===== config.mk =====
export PLATFORM = sky130hd
export DESIGN_NAME = switch_irq_enable
export DESIGN_NICKNAME = d
export VERILOG_FILES = /design/src/design/sticky_flags.v /design/src/design/switch_crossing_detect.v /design/src/design/switch_irq_enable.v
export VERILOG_INCLUDE_DIRS = /design/src /design/src/design
export SDC_FILE = /design/constraint.sdc
export NUM_CORES = 1
export LEC_CHECK = 0
export BUFFER_PORTS_ARGS = -buffer_cell sky130_fd_sc_hd__buf_2
export CORE_ASPECT_RATIO = 0.75
export CORE_UTILIZATION = 35
export DETAILED_ROUTE_END_ITERATION = 8
export HOLD_SLACK_MARGIN = 0.03
export PLACE_DENSITY = 0.66
export SLEW_MARGIN = 20
export SYNTH_ARGS = -nofsm -noshare
export SYNTH_HDL_FRONTEND = slang
export SYNTH_HIERARCHICAL = 1
export SYNTH_SLANG_ARGS = --single-unit

===== constraint.sdc =====
create_clock -name core_clk -period 1.4 [get_ports core_clk]
set_input_delay 0.14 -clock core_clk [delete_from_list [all_inputs] [get_ports core_clk]]
set_output_delay 0.14 -clock core_clk [all_outputs]
set_load 0.05 [all_outputs]

===== src/design/switch_irq_defines.vh =====
// Register indices, field positions and reset values of the switch interrupt enable block.
// Assumes a Wishbone slave with 32-bit data where byte address = 4 * register index.
`ifndef SWITCH_IRQ_DEFINES_VH
`define SWITCH_IRQ_DEFINES_VH

// ****************************************************************
// Register indices (byte address is four times the index)
// ****************************************************************
`define EVT_EN_IDX        6'h24
`define EDGE_SEL_IDX      6'h25
`define EVT_PEND_IDX      6'h28
`define EDGE_PEND_IDX     6'h29
`define SW_LEVEL_IDX      6'h2A

// ****************************************************************
// Widths
// ****************************************************************
`define REG_W             24
`define EVT_N             12
`define SW_N              12

// ****************************************************************
// Event enable field positions
// ****************************************************************
`define BIT_CONVERTER_ERR 11
`define BIT_WETTING_ERR   10
`define BIT_SUPPLY_B      9
`define BIT_SUPPLY_A      8
`define BIT_CHECKSUM_DONE 7
`define BIT_UNDERVOLTAGE  6
`define BIT_OVERVOLTAGE   5
`define BIT_TEMP_WARNING  4
`define BIT_THERMAL_SHDN  3
`define BIT_SWITCH_CHANGE 2
`define BIT_PARITY_ERR    1
`define BIT_SERIAL_FAIL   0

// ****************************************************************
// Reset values and edge select codes
// ****************************************************************
`define EVT_EN_RESET      12'h000
`define EDGE_SEL_RESET    24'h00_0000
`define EDGE_NONE         2'h0
`define EDGE_RISE         2'h1
`define EDGE_FALL         2'h2
`define EDGE_BOTH         2'h3

`endif


===== src/design/sticky_flags.v =====
// Bank of sticky pending flags: hardware sets, software clears with write-one.
// Assumes set and clear come from logic on the same clock.
`timescale 1ns/10ps
`default_nettype none

module sticky_flags #(
	parameter WIDTH = 12
) (
	input  wire             core_clk,
	input  wire             sys_rst,
	input  wire [WIDTH-1:0] set_pulse,
	input  wire [WIDTH-1:0] clr_pulse,
	output reg  [WIDTH-1:0] flags_reg
);

	wire [WIDTH-1:0] flags_next;

	// Set wins over a clear in the same cycle
	assign flags_next = (flags_reg & ~clr_pulse) | set_pulse;

	// Flag storage
	always @(posedge core_clk) begin
		if (sys_rst) begin
			flags_reg <= {WIDTH{1'b0}};
		end else begin
			flags_reg <= flags_next;
		end
	end

endmodule

`default_nettype wire


===== src/design/switch_crossing_detect.v =====
// Threshold crossing detector for switch inputs 0 to 11 with per-input edge select.
// Assumes comparator results are levels on core_clk, one bit per input.
`timescale 1ns/10ps
`default_nettype none
`include "switch_irq_defines.vh"

module switch_crossing_detect (
	input  wire                 core_clk,
	input  wire                 sys_rst,
	input  wire [`SW_N-1:0]     above_threshold,
	input  wire [2*`SW_N-1:0]   input_edge_select,
	output wire [`SW_N-1:0]     crossing_hit
);

	reg  [`SW_N-1:0] level_prev_reg;
	reg              armed_reg;

	// Remember last level; first sample after reset is not a crossing
	always @(posedge core_clk) begin
		if (sys_rst) begin
			level_prev_reg <= {`SW_N{1'b0}};
			armed_reg      <= 1'b0;
		end else begin
			level_prev_reg <= above_threshold;
			armed_reg      <= 1'b1;
		end
	end

	// Qualify each crossing with its 2-bit field at bits 2n+1:2n
	genvar n;
	generate
		for (n = 0; n < `SW_N; n = n + 1) begin : g_in
			wire [1:0] sel;
			wire       rise;
			wire       fall;
			assign sel  = input_edge_select[2*n+1:2*n];                // [RL15]
			assign rise = armed_reg & above_threshold[n] & ~level_prev_reg[n];
			assign fall = armed_reg & ~above_threshold[n] & level_prev_reg[n];
			assign crossing_hit[n] = (sel == `EDGE_RISE) ? rise :       // [RL17]
			                         (sel == `EDGE_FALL) ? fall :       // [RL18]
			                         (sel == `EDGE_BOTH) ? (rise | fall) : // [RL19]
			                         1'b0;                              // [RL16]
		end
	endgenerate

endmodule

`default_nettype wire


===== src/design/switch_irq_enable.v =====
// Interrupt enable logic for a switch detection device, reached over classic Wishbone.
// Assumes event pulses and comparator levels come from logic on core_clk (40 MHz).
//
// The implementer's own choice: the Wishbone slave port.
`timescale 1ns/10ps
`default_nettype none
`include "switch_irq_defines.vh"

// What this block does
// RL1 - Both enable registers reset to zero; event enable at 24h, edge select at 25h.
// RL2 - Event enable bits 23 to 12 read zero and ignore writes.
// RL3 - Bit 11 lets a converter error pull the interrupt low.
// RL4 - Bit 10 lets a wetting current error pull the interrupt low.
// RL5 - Bit 9 lets a second supply threshold crossing pull the interrupt low.
// RL6 - Bit 8 lets a first supply threshold crossing pull the interrupt low.
// RL7 - Bit 7 lets checksum completion pull the interrupt low.
// RL8 - Bit 6 lets an undervoltage event pull the interrupt low.
// RL9 - Bit 5 lets an overvoltage event pull the interrupt low.
// RL10 - Bit 4 lets a temperature warning pull the interrupt low.
// RL11 - Bit 3 lets a thermal shutdown pull the interrupt low.
// RL12 - Bit 2 lets a switch state change pull the interrupt low.
// RL13 - Bit 1 lets a parity failure pull the interrupt low.
// RL14 - Bit 0 lets a serial interface failure pull the interrupt low.
// RL15 - Input n has its 2-bit edge select at bits 2n+1:2n.
// RL16 - Edge select zero: the input never interrupts.
// RL17 - Edge select one: interrupt on rising threshold crossing only.
// RL18 - Edge select two: interrupt on falling threshold crossing only.
// RL19 - Edge select three: interrupt on both crossings.
// RL20 - Interrupt low while any enabled condition is pending, high otherwise.
module switch_irq_enable (
	input  wire              core_clk,
	input  wire              sys_rst,
	// Wishbone slave
	input  wire              wb_cyc_i,
	input  wire              wb_stb_i,
	input  wire              wb_we_i,
	input  wire [7:0]        wb_adr_i,
	input  wire [3:0]        wb_sel_i,
	input  wire [31:0]       wb_dat_i,
	output reg  [31:0]       wb_dat_o,
	output reg               wb_ack_o,
	// Event pulses from the device's detectors
	input  wire              converter_error,
	input  wire              wetting_error,
	input  wire              supply_threshold_b,
	input  wire              supply_threshold_a,
	input  wire              checksum_done,
	input  wire              undervoltage,
	input  wire              overvoltage,
	input  wire              temp_warning,
	input  wire              thermal_shutdown,
	input  wire              switch_state_change,
	input  wire              parity_error,
	input  wire              serial_fail,
	// Comparator results for switch inputs 0 to 11
	input  wire [`SW_N-1:0]  input_threshold_above,
	// Interrupt output, active low
	output reg               irq_n_reg
);

	// ****************************************************************
	// Declarations
	// ****************************************************************
	reg  [`EVT_N-1:0]    event_interrupt_enable_reg;
	reg  [`EVT_N-1:0]    event_interrupt_enable_next;
	reg  [`REG_W-1:0]    input_edge_interrupt_select_low_reg;
	reg  [`REG_W-1:0]    input_edge_interrupt_select_low_next;
	reg  [31:0]          rd_data;
	reg  [`EVT_N-1:0]    evt_clr;
	reg  [`SW_N-1:0]     edge_clr;
	wire                 access;
	wire                 wr_access;
	wire [5:0]           reg_idx;
	wire [`REG_W-1:0]    byte_mask;
	wire [`EVT_N-1:0]    evt_set;
	wire [`EVT_N-1:0]    evt_pend;
	wire [`EVT_N-1:0]    evt_gated;
	wire [`SW_N-1:0]     edge_hit;
	wire [`SW_N-1:0]     edge_pend;
	wire                 any_pending;

	// ****************************************************************
	// Bus decode
	// ****************************************************************

	// A request is served once; ack drops in the cycle after it is given
	assign access    = wb_cyc_i & wb_stb_i & ~wb_ack_o;
	assign wr_access = access & wb_we_i;
	assign reg_idx   = wb_adr_i[7:2];

	// Byte enables for the three low lanes
	assign byte_mask = {{8{wb_sel_i[2]}}, {8{wb_sel_i[1]}}, {8{wb_sel_i[0]}}};

	// ****************************************************************
	// Event inputs
	// ****************************************************************

	// Gather detector pulses into their enable bit positions
	assign evt_set[`BIT_CONVERTER_ERR] = converter_error;
	assign evt_set[`BIT_WETTING_ERR]   = wetting_error;
	assign evt_set[`BIT_SUPPLY_B]      = supply_threshold_b;
	assign evt_set[`BIT_SUPPLY_A]      = supply_threshold_a;
	assign evt_set[`BIT_CHECKSUM_DONE] = checksum_done;
	assign evt_set[`BIT_UNDERVOLTAGE]  = undervoltage;
	assign evt_set[`BIT_OVERVOLTAGE]   = overvoltage;
	assign evt_set[`BIT_TEMP_WARNING]  = temp_warning;
	assign evt_set[`BIT_THERMAL_SHDN]  = thermal_shutdown;
	assign evt_set[`BIT_SWITCH_CHANGE] = switch_state_change;
	assign evt_set[`BIT_PARITY_ERR]    = parity_error;
	assign evt_set[`BIT_SERIAL_FAIL]   = serial_fail;

	// ****************************************************************
	// Write path
	// ****************************************************************

	// Next values of the two enable registers under byte enables
	always @* begin
		event_interrupt_enable_next          = event_interrupt_enable_reg;
		input_edge_interrupt_select_low_next = input_edge_interrupt_select_low_reg;
		if (wr_access && reg_idx == `EVT_EN_IDX) begin
			// Only bits 11:0 are stored; upper bits are dropped [RL2]
			event_interrupt_enable_next =
				(event_interrupt_enable_reg & ~byte_mask[`EVT_N-1:0]) |
				(wb_dat_i[`EVT_N-1:0] & byte_mask[`EVT_N-1:0]);
		end
		if (wr_access && reg_idx == `EDGE_SEL_IDX) begin
			input_edge_interrupt_select_low_next =
				(input_edge_interrupt_select_low_reg & ~byte_mask) |
				(wb_dat_i[`REG_W-1:0] & byte_mask);
		end
	end

	// Write-one-to-clear strobes for the pending registers
	always @* begin
		evt_clr  = {`EVT_N{1'b0}};
		edge_clr = {`SW_N{1'b0}};
		if (wr_access && reg_idx == `EVT_PEND_IDX) begin
			evt_clr = wb_dat_i[`EVT_N-1:0] & byte_mask[`EVT_N-1:0];
		end
		if (wr_access && reg_idx == `EDGE_PEND_IDX) begin
			edge_clr = wb_dat_i[`SW_N-1:0] & byte_mask[`SW_N-1:0];
		end
	end

	// Enable registers start with every source disabled
	always @(posedge core_clk) begin
		if (sys_rst) begin
			event_interrupt_enable_reg          <= `EVT_EN_RESET;   // [RL1]
			input_edge_interrupt_select_low_reg <= `EDGE_SEL_RESET; // [RL1]
		end else begin
			event_interrupt_enable_reg          <= event_interrupt_enable_next;
			input_edge_interrupt_select_low_reg <= input_edge_interrupt_select_low_next;
		end
	end

	// ****************************************************************
	// Read path
	// ****************************************************************

	// Register read multiplexer; unmapped addresses read zero
	always @* begin
		rd_data = 32'h0000_0000;
		case (reg_idx)
			`EVT_EN_IDX: begin
				rd_data[`EVT_N-1:0] = event_interrupt_enable_reg; // [RL2]
			end
			`EDGE_SEL_IDX: begin
				rd_data[`REG_W-1:0] = input_edge_interrupt_select_low_reg;
			end
			`EVT_PEND_IDX: begin
				rd_data[`EVT_N-1:0] = evt_pend;
			end
			`EDGE_PEND_IDX: begin
				rd_data[`SW_N-1:0] = edge_pend;
			end
			`SW_LEVEL_IDX: begin
				rd_data[`SW_N-1:0] = input_threshold_above;
			end
			default: begin
				rd_data = 32'h0000_0000;
			end
		endcase
	end

	// Registered ack and read data, one cycle after the request
	always @(posedge core_clk) begin
		if (sys_rst) begin
			wb_ack_o <= 1'b0;
			wb_dat_o <= 32'h0000_0000;
		end else begin
			wb_ack_o <= access;
			if (access && !wb_we_i) begin
				wb_dat_o <= rd_data;
			end else begin
				wb_dat_o <= 32'h0000_0000;
			end
		end
	end

	// ****************************************************************
	// Pending events
	// ****************************************************************

	// Every event is latched; the enable decides whether it reaches the pin
	sticky_flags #(
		.WIDTH (`EVT_N)
	) u_evt_flags (
		.core_clk  (core_clk),
		.sys_rst   (sys_rst),
		.set_pulse (evt_set),
		.clr_pulse (evt_clr),
		.flags_reg (evt_pend)
	);

	// Gate each pending event with its enable bit
	assign evt_gated[`BIT_CONVERTER_ERR] =
		evt_pend[`BIT_CONVERTER_ERR] & event_interrupt_enable_reg[`BIT_CONVERTER_ERR]; // [RL3]
	assign evt_gated[`BIT_WETTING_ERR] =
		evt_pend[`BIT_WETTING_ERR] & event_interrupt_enable_reg[`BIT_WETTING_ERR]; // [RL4]
	assign evt_gated[`BIT_SUPPLY_B] =
		evt_pend[`BIT_SUPPLY_B] & event_interrupt_enable_reg[`BIT_SUPPLY_B]; // [RL5]
	assign evt_gated[`BIT_SUPPLY_A] =
		evt_pend[`BIT_SUPPLY_A] & event_interrupt_enable_reg[`BIT_SUPPLY_A]; // [RL6]
	assign evt_gated[`BIT_CHECKSUM_DONE] =
		evt_pend[`BIT_CHECKSUM_DONE] & event_interrupt_enable_reg[`BIT_CHECKSUM_DONE]; // [RL7]
	assign evt_gated[`BIT_UNDERVOLTAGE] =
		evt_pend[`BIT_UNDERVOLTAGE] & event_interrupt_enable_reg[`BIT_UNDERVOLTAGE]; // [RL8]
	assign evt_gated[`BIT_OVERVOLTAGE] =
		evt_pend[`BIT_OVERVOLTAGE] & event_interrupt_enable_reg[`BIT_OVERVOLTAGE]; // [RL9]
	assign evt_gated[`BIT_TEMP_WARNING] =
		evt_pend[`BIT_TEMP_WARNING] & event_interrupt_enable_reg[`BIT_TEMP_WARNING]; // [RL10]
	assign evt_gated[`BIT_THERMAL_SHDN] =
		evt_pend[`BIT_THERMAL_SHDN] & event_interrupt_enable_reg[`BIT_THERMAL_SHDN]; // [RL11]
	assign evt_gated[`BIT_SWITCH_CHANGE] =
		evt_pend[`BIT_SWITCH_CHANGE] & event_interrupt_enable_reg[`BIT_SWITCH_CHANGE]; // [RL12]
	assign evt_gated[`BIT_PARITY_ERR] =
		evt_pend[`BIT_PARITY_ERR] & event_interrupt_enable_reg[`BIT_PARITY_ERR]; // [RL13]
	assign evt_gated[`BIT_SERIAL_FAIL] =
		evt_pend[`BIT_SERIAL_FAIL] & event_interrupt_enable_reg[`BIT_SERIAL_FAIL]; // [RL14]

	// ****************************************************************
	// Switch input crossings
	// ****************************************************************

	// Crossings already filtered by each input's edge select
	switch_crossing_detect u_cross (
		.core_clk          (core_clk),
		.sys_rst           (sys_rst),
		.above_threshold   (input_threshold_above),
		.input_edge_select (input_edge_interrupt_select_low_reg),
		.crossing_hit      (edge_hit)
	);

	// Selected crossings stay pending until software clears them
	sticky_flags #(
		.WIDTH (`SW_N)
	) u_edge_flags (
		.core_clk  (core_clk),
		.sys_rst   (sys_rst),
		.set_pulse (edge_hit),
		.clr_pulse (edge_clr),
		.flags_reg (edge_pend)
	);

	// ****************************************************************
	// Interrupt output
	// ****************************************************************

	// Any enabled event or selected crossing still pending
	assign any_pending = (|evt_gated) | (|edge_pend);

	// Pin low while something enabled is pending, released otherwise
	always @(posedge core_clk) begin
		if (sys_rst) begin
			irq_n_reg <= 1'b1;
		end else begin
			irq_n_reg <= ~any_pending; // [RL20]
		end
	end

endmodule

`default_nettype wire


==> out/qor.csv <==
metric;value;unit
YS warnings;6;
Top FF cell, synth;dfxtp_1;
TritonCTS Buffers;9;
Worst-path clk slew;0.07;ns
DRC viols;0;
wire length per cell;16.9;µm
TNS Setup;-4.87;ns
ys async rst share;0;%
Worst Path Max Fanout;5;
crit start category;register;
VDD IR-drop max;598;µV
core area;12400;µm²
Nets;652;
Mapped Area;4510;µm²
cells on worst reg2reg path;8;
ANT cells;0;
clock skew;0.0112;ns
1st-iter DRT viols;207;
I/O Buffers;87;
crit-path leading delay family;simple AND/OR/NAND/NOR gates;
main combinational cell family by area after synthesis;simple AND/OR/NAND/NOR gates;
Synth-to-Final Area Change;35.8;%
Max-Cap Viols;0;
gr usage total;19.3;%
Die Span Y;100;µm
HP Start;parity_error;
highest clock rate;0.655;GHz
Initial DRT Pass Iterations;4;
RSZ-0062 raised after global routing;true;
Setup CP Type;reg2reg;
Crit path arrival time;1.77;ns
Period minus WS final;1.53;ns
R2R Setup Slk;-0.13;ns
worst-path cell chain;and4b_1 > buf_6 > nand2_4 > nor3_4 > buf_6 > and2_1 > nand2b_4 > a21oi_2;
Adder-Cell Fraction of Synth Area;0;%
Synth Area in Compound Gates;10.1;%
Post-synth EDFFs;0;
cell mode on critical path;buf_6;
Critical-path top delay cell;dfxtp_4;
Placer Congestion;0.832;
total number of vias;3738;
Chip Width;133;µm
largest net degree at the start of global routing;76;
Crit. Startpoint;wb_ack_o;
Synth top area share;44.0;%
Final period util;109;%
initial antenna violation count;0;
global-route wire length before repair;19.7;mm
status;complete, but fails checks;
CTS tree;yes;
I/O Pins;107;
syn_area_per_cell;9.78;µm²
CP Capture Type;register;
worst r2r src;wb_ack_o;
Final ANT Viol Nets;0;
Yosys reg bits;99;
Min-Delay Path Class;in2reg;
initial core utilization;36.2;%
vias in the first global route;3720;
list of most frequent post-synthesis cells;99 x dfxtp_1, 49 x nor2_1, 48 x mux2i_1, 37 x and2_1;
CTS H-tree depth;3;
setup ws final;-0.127;ns
CTS root buffer;clkbuf_16;
WL final;12.7;mm
post-synthesis mux area share;13.7;%
vias per inst;4.98;
Largest stage delay, worst path;0.34;ns
layout cells sized above 1;40.2;%
xor and xnor area share after synthesis;0.194;%
DIE AREA;13300;µm²
Synth area leader;dfxtp_1;
Power Density;996;nW/µm²
# rows;35;
Clock Sinks;99;
Post-DP HPWL;8.92;mm
Levels on crit path;8;
Distinct cells, synth;40;
Critical Path RT;1.64;ns
crit path buf inv count;2;
Clock Path Buffers;2;
most numerous cell in the Yosys netlist;dfxtp_1;
leakage;2.71;nW
# setup viols final;68;
clk_lat worst skew;0.36;ns
GRT overflow;0;
count of pins over their slew limit;0;
fin cells;750;
Area contributors post-synth;dfxtp_1 44%, mux2i_1 11%, and2_1 5.1%;
final hold viol count;0;
Inst Count DP;720;
failing checks;negative setup slack;
Cells after Synth;461;
simple-gate share of the synthesized area;25.1;%
Hold Path Depth;3;
register area share after synthesis;44.0;%
-- cell type report --
class | count | area [µm²]
clock buffer | 11 | 253
fill | 1113 | 6310
timing repair buffer | 131 | 908
sequential | 99 | 1990
clock inverter | 5 | 66.3
multi-input combinational | 312 | 2610
tap | 166 | 208
inverter | 26 | 97.6
-- routing by layer --
| metal | part of all wire (%) | GRT usage [%] |
|---|---|---|
| met5 | 0 | 0 |
| met1 | 48 | 27.4 |
| met4 | 0.93 | 4.51 |
| met2 | 43 | 29.2 |
| met3 | 7.8 | 4.70 |
-- placed cells by master, fill, tap and decap left out, types with 3 or more instances in the layout --
cell type and count:
dfxtp_1 98, buf_2 87, mux2i_1 47, nor2_1 38, inv_1 26, nand4b_1 25
nand2b_4 22, and2_1 21, a21oi_2 21, buf_4 19, and2_4 16, nand2_1 13
nor2b_1 13, mux2_2 12, a22oi_1 12, o2bb2ai_1 11, dlygate4sd3_1 10, clkbuf_16 9
nor2_4 8, conb_1 8, buf_6 8, buf_12 7, nand2b_1 4, nor3_4 4
nor2_2 3, a22o_1 3, a221oi_1 3, nor4_1 3, a21oi_1 3
-- where the power goes --
part           switching [mW]  internal [mW]
logic                   0.307          0.229
clock network            1.14           1.51
registers              0.0497           2.86
total                    1.50           4.60
-- timing repair --
item                       in CTS  in global routing
buffers inserted                1                  2
hold endpoints to repair       10                  0
hold buffers                   10                  0
setup endpoints to repair      52                 78
pin swaps                      28                 25
cloned                          0                  1
resized for setup              40                 37
-- path summary, 6_finish.rpt --
check | end
worst max-delay path | u_evt_flags/flags_reg[9]
worst max register to register | u_evt_flags/flags_reg[9]
worst min-delay path | u_evt_flags/flags_reg[1]
worst min register to register | wb_dat_o[19]
-- logic make-up after synthesis --
family | Yosys count
compound gates | 56
flops | 99
mux | 60
xor+xnor | 1
buf+inv | 57
simple gates | 187
other cells | 1
-- through the flow --
step | power, mW | area [µm²] | util, % | worst slack [ns] | hold slack [ns]
after CTS | 6.11 | 5930 | 47.7 | -0.155 | 0.0301
after global placement | 3.43 | 5320 | 42.7 | -0.180 | 0.375
after detailed placement | 3.44 | 5320 | 42.7 | -0.207 | 0.388
after floorplan | 3.24 | 4580 | - | -0.0771 | 0.209
final | 6.10 | 6120 | 49.2 | -0.127 | 0.0358
after global routing | 6.29 | 6120 | 49.2 | -0.198 | 0.0404
-- worst reg2reg max path, cell delays in order, from the launching register on --
cell	delay (ns)
dfxtp_4	0.34
and4b_1	0.26
buf_6	0.14
nand2_4	0.07
nor3_4	0.19
buf_6	0.14
and2_1	0.12
nand2b_4	0.11
a21oi_2	0.05
No activity file was read; power rests on OpenSTA's default activity.
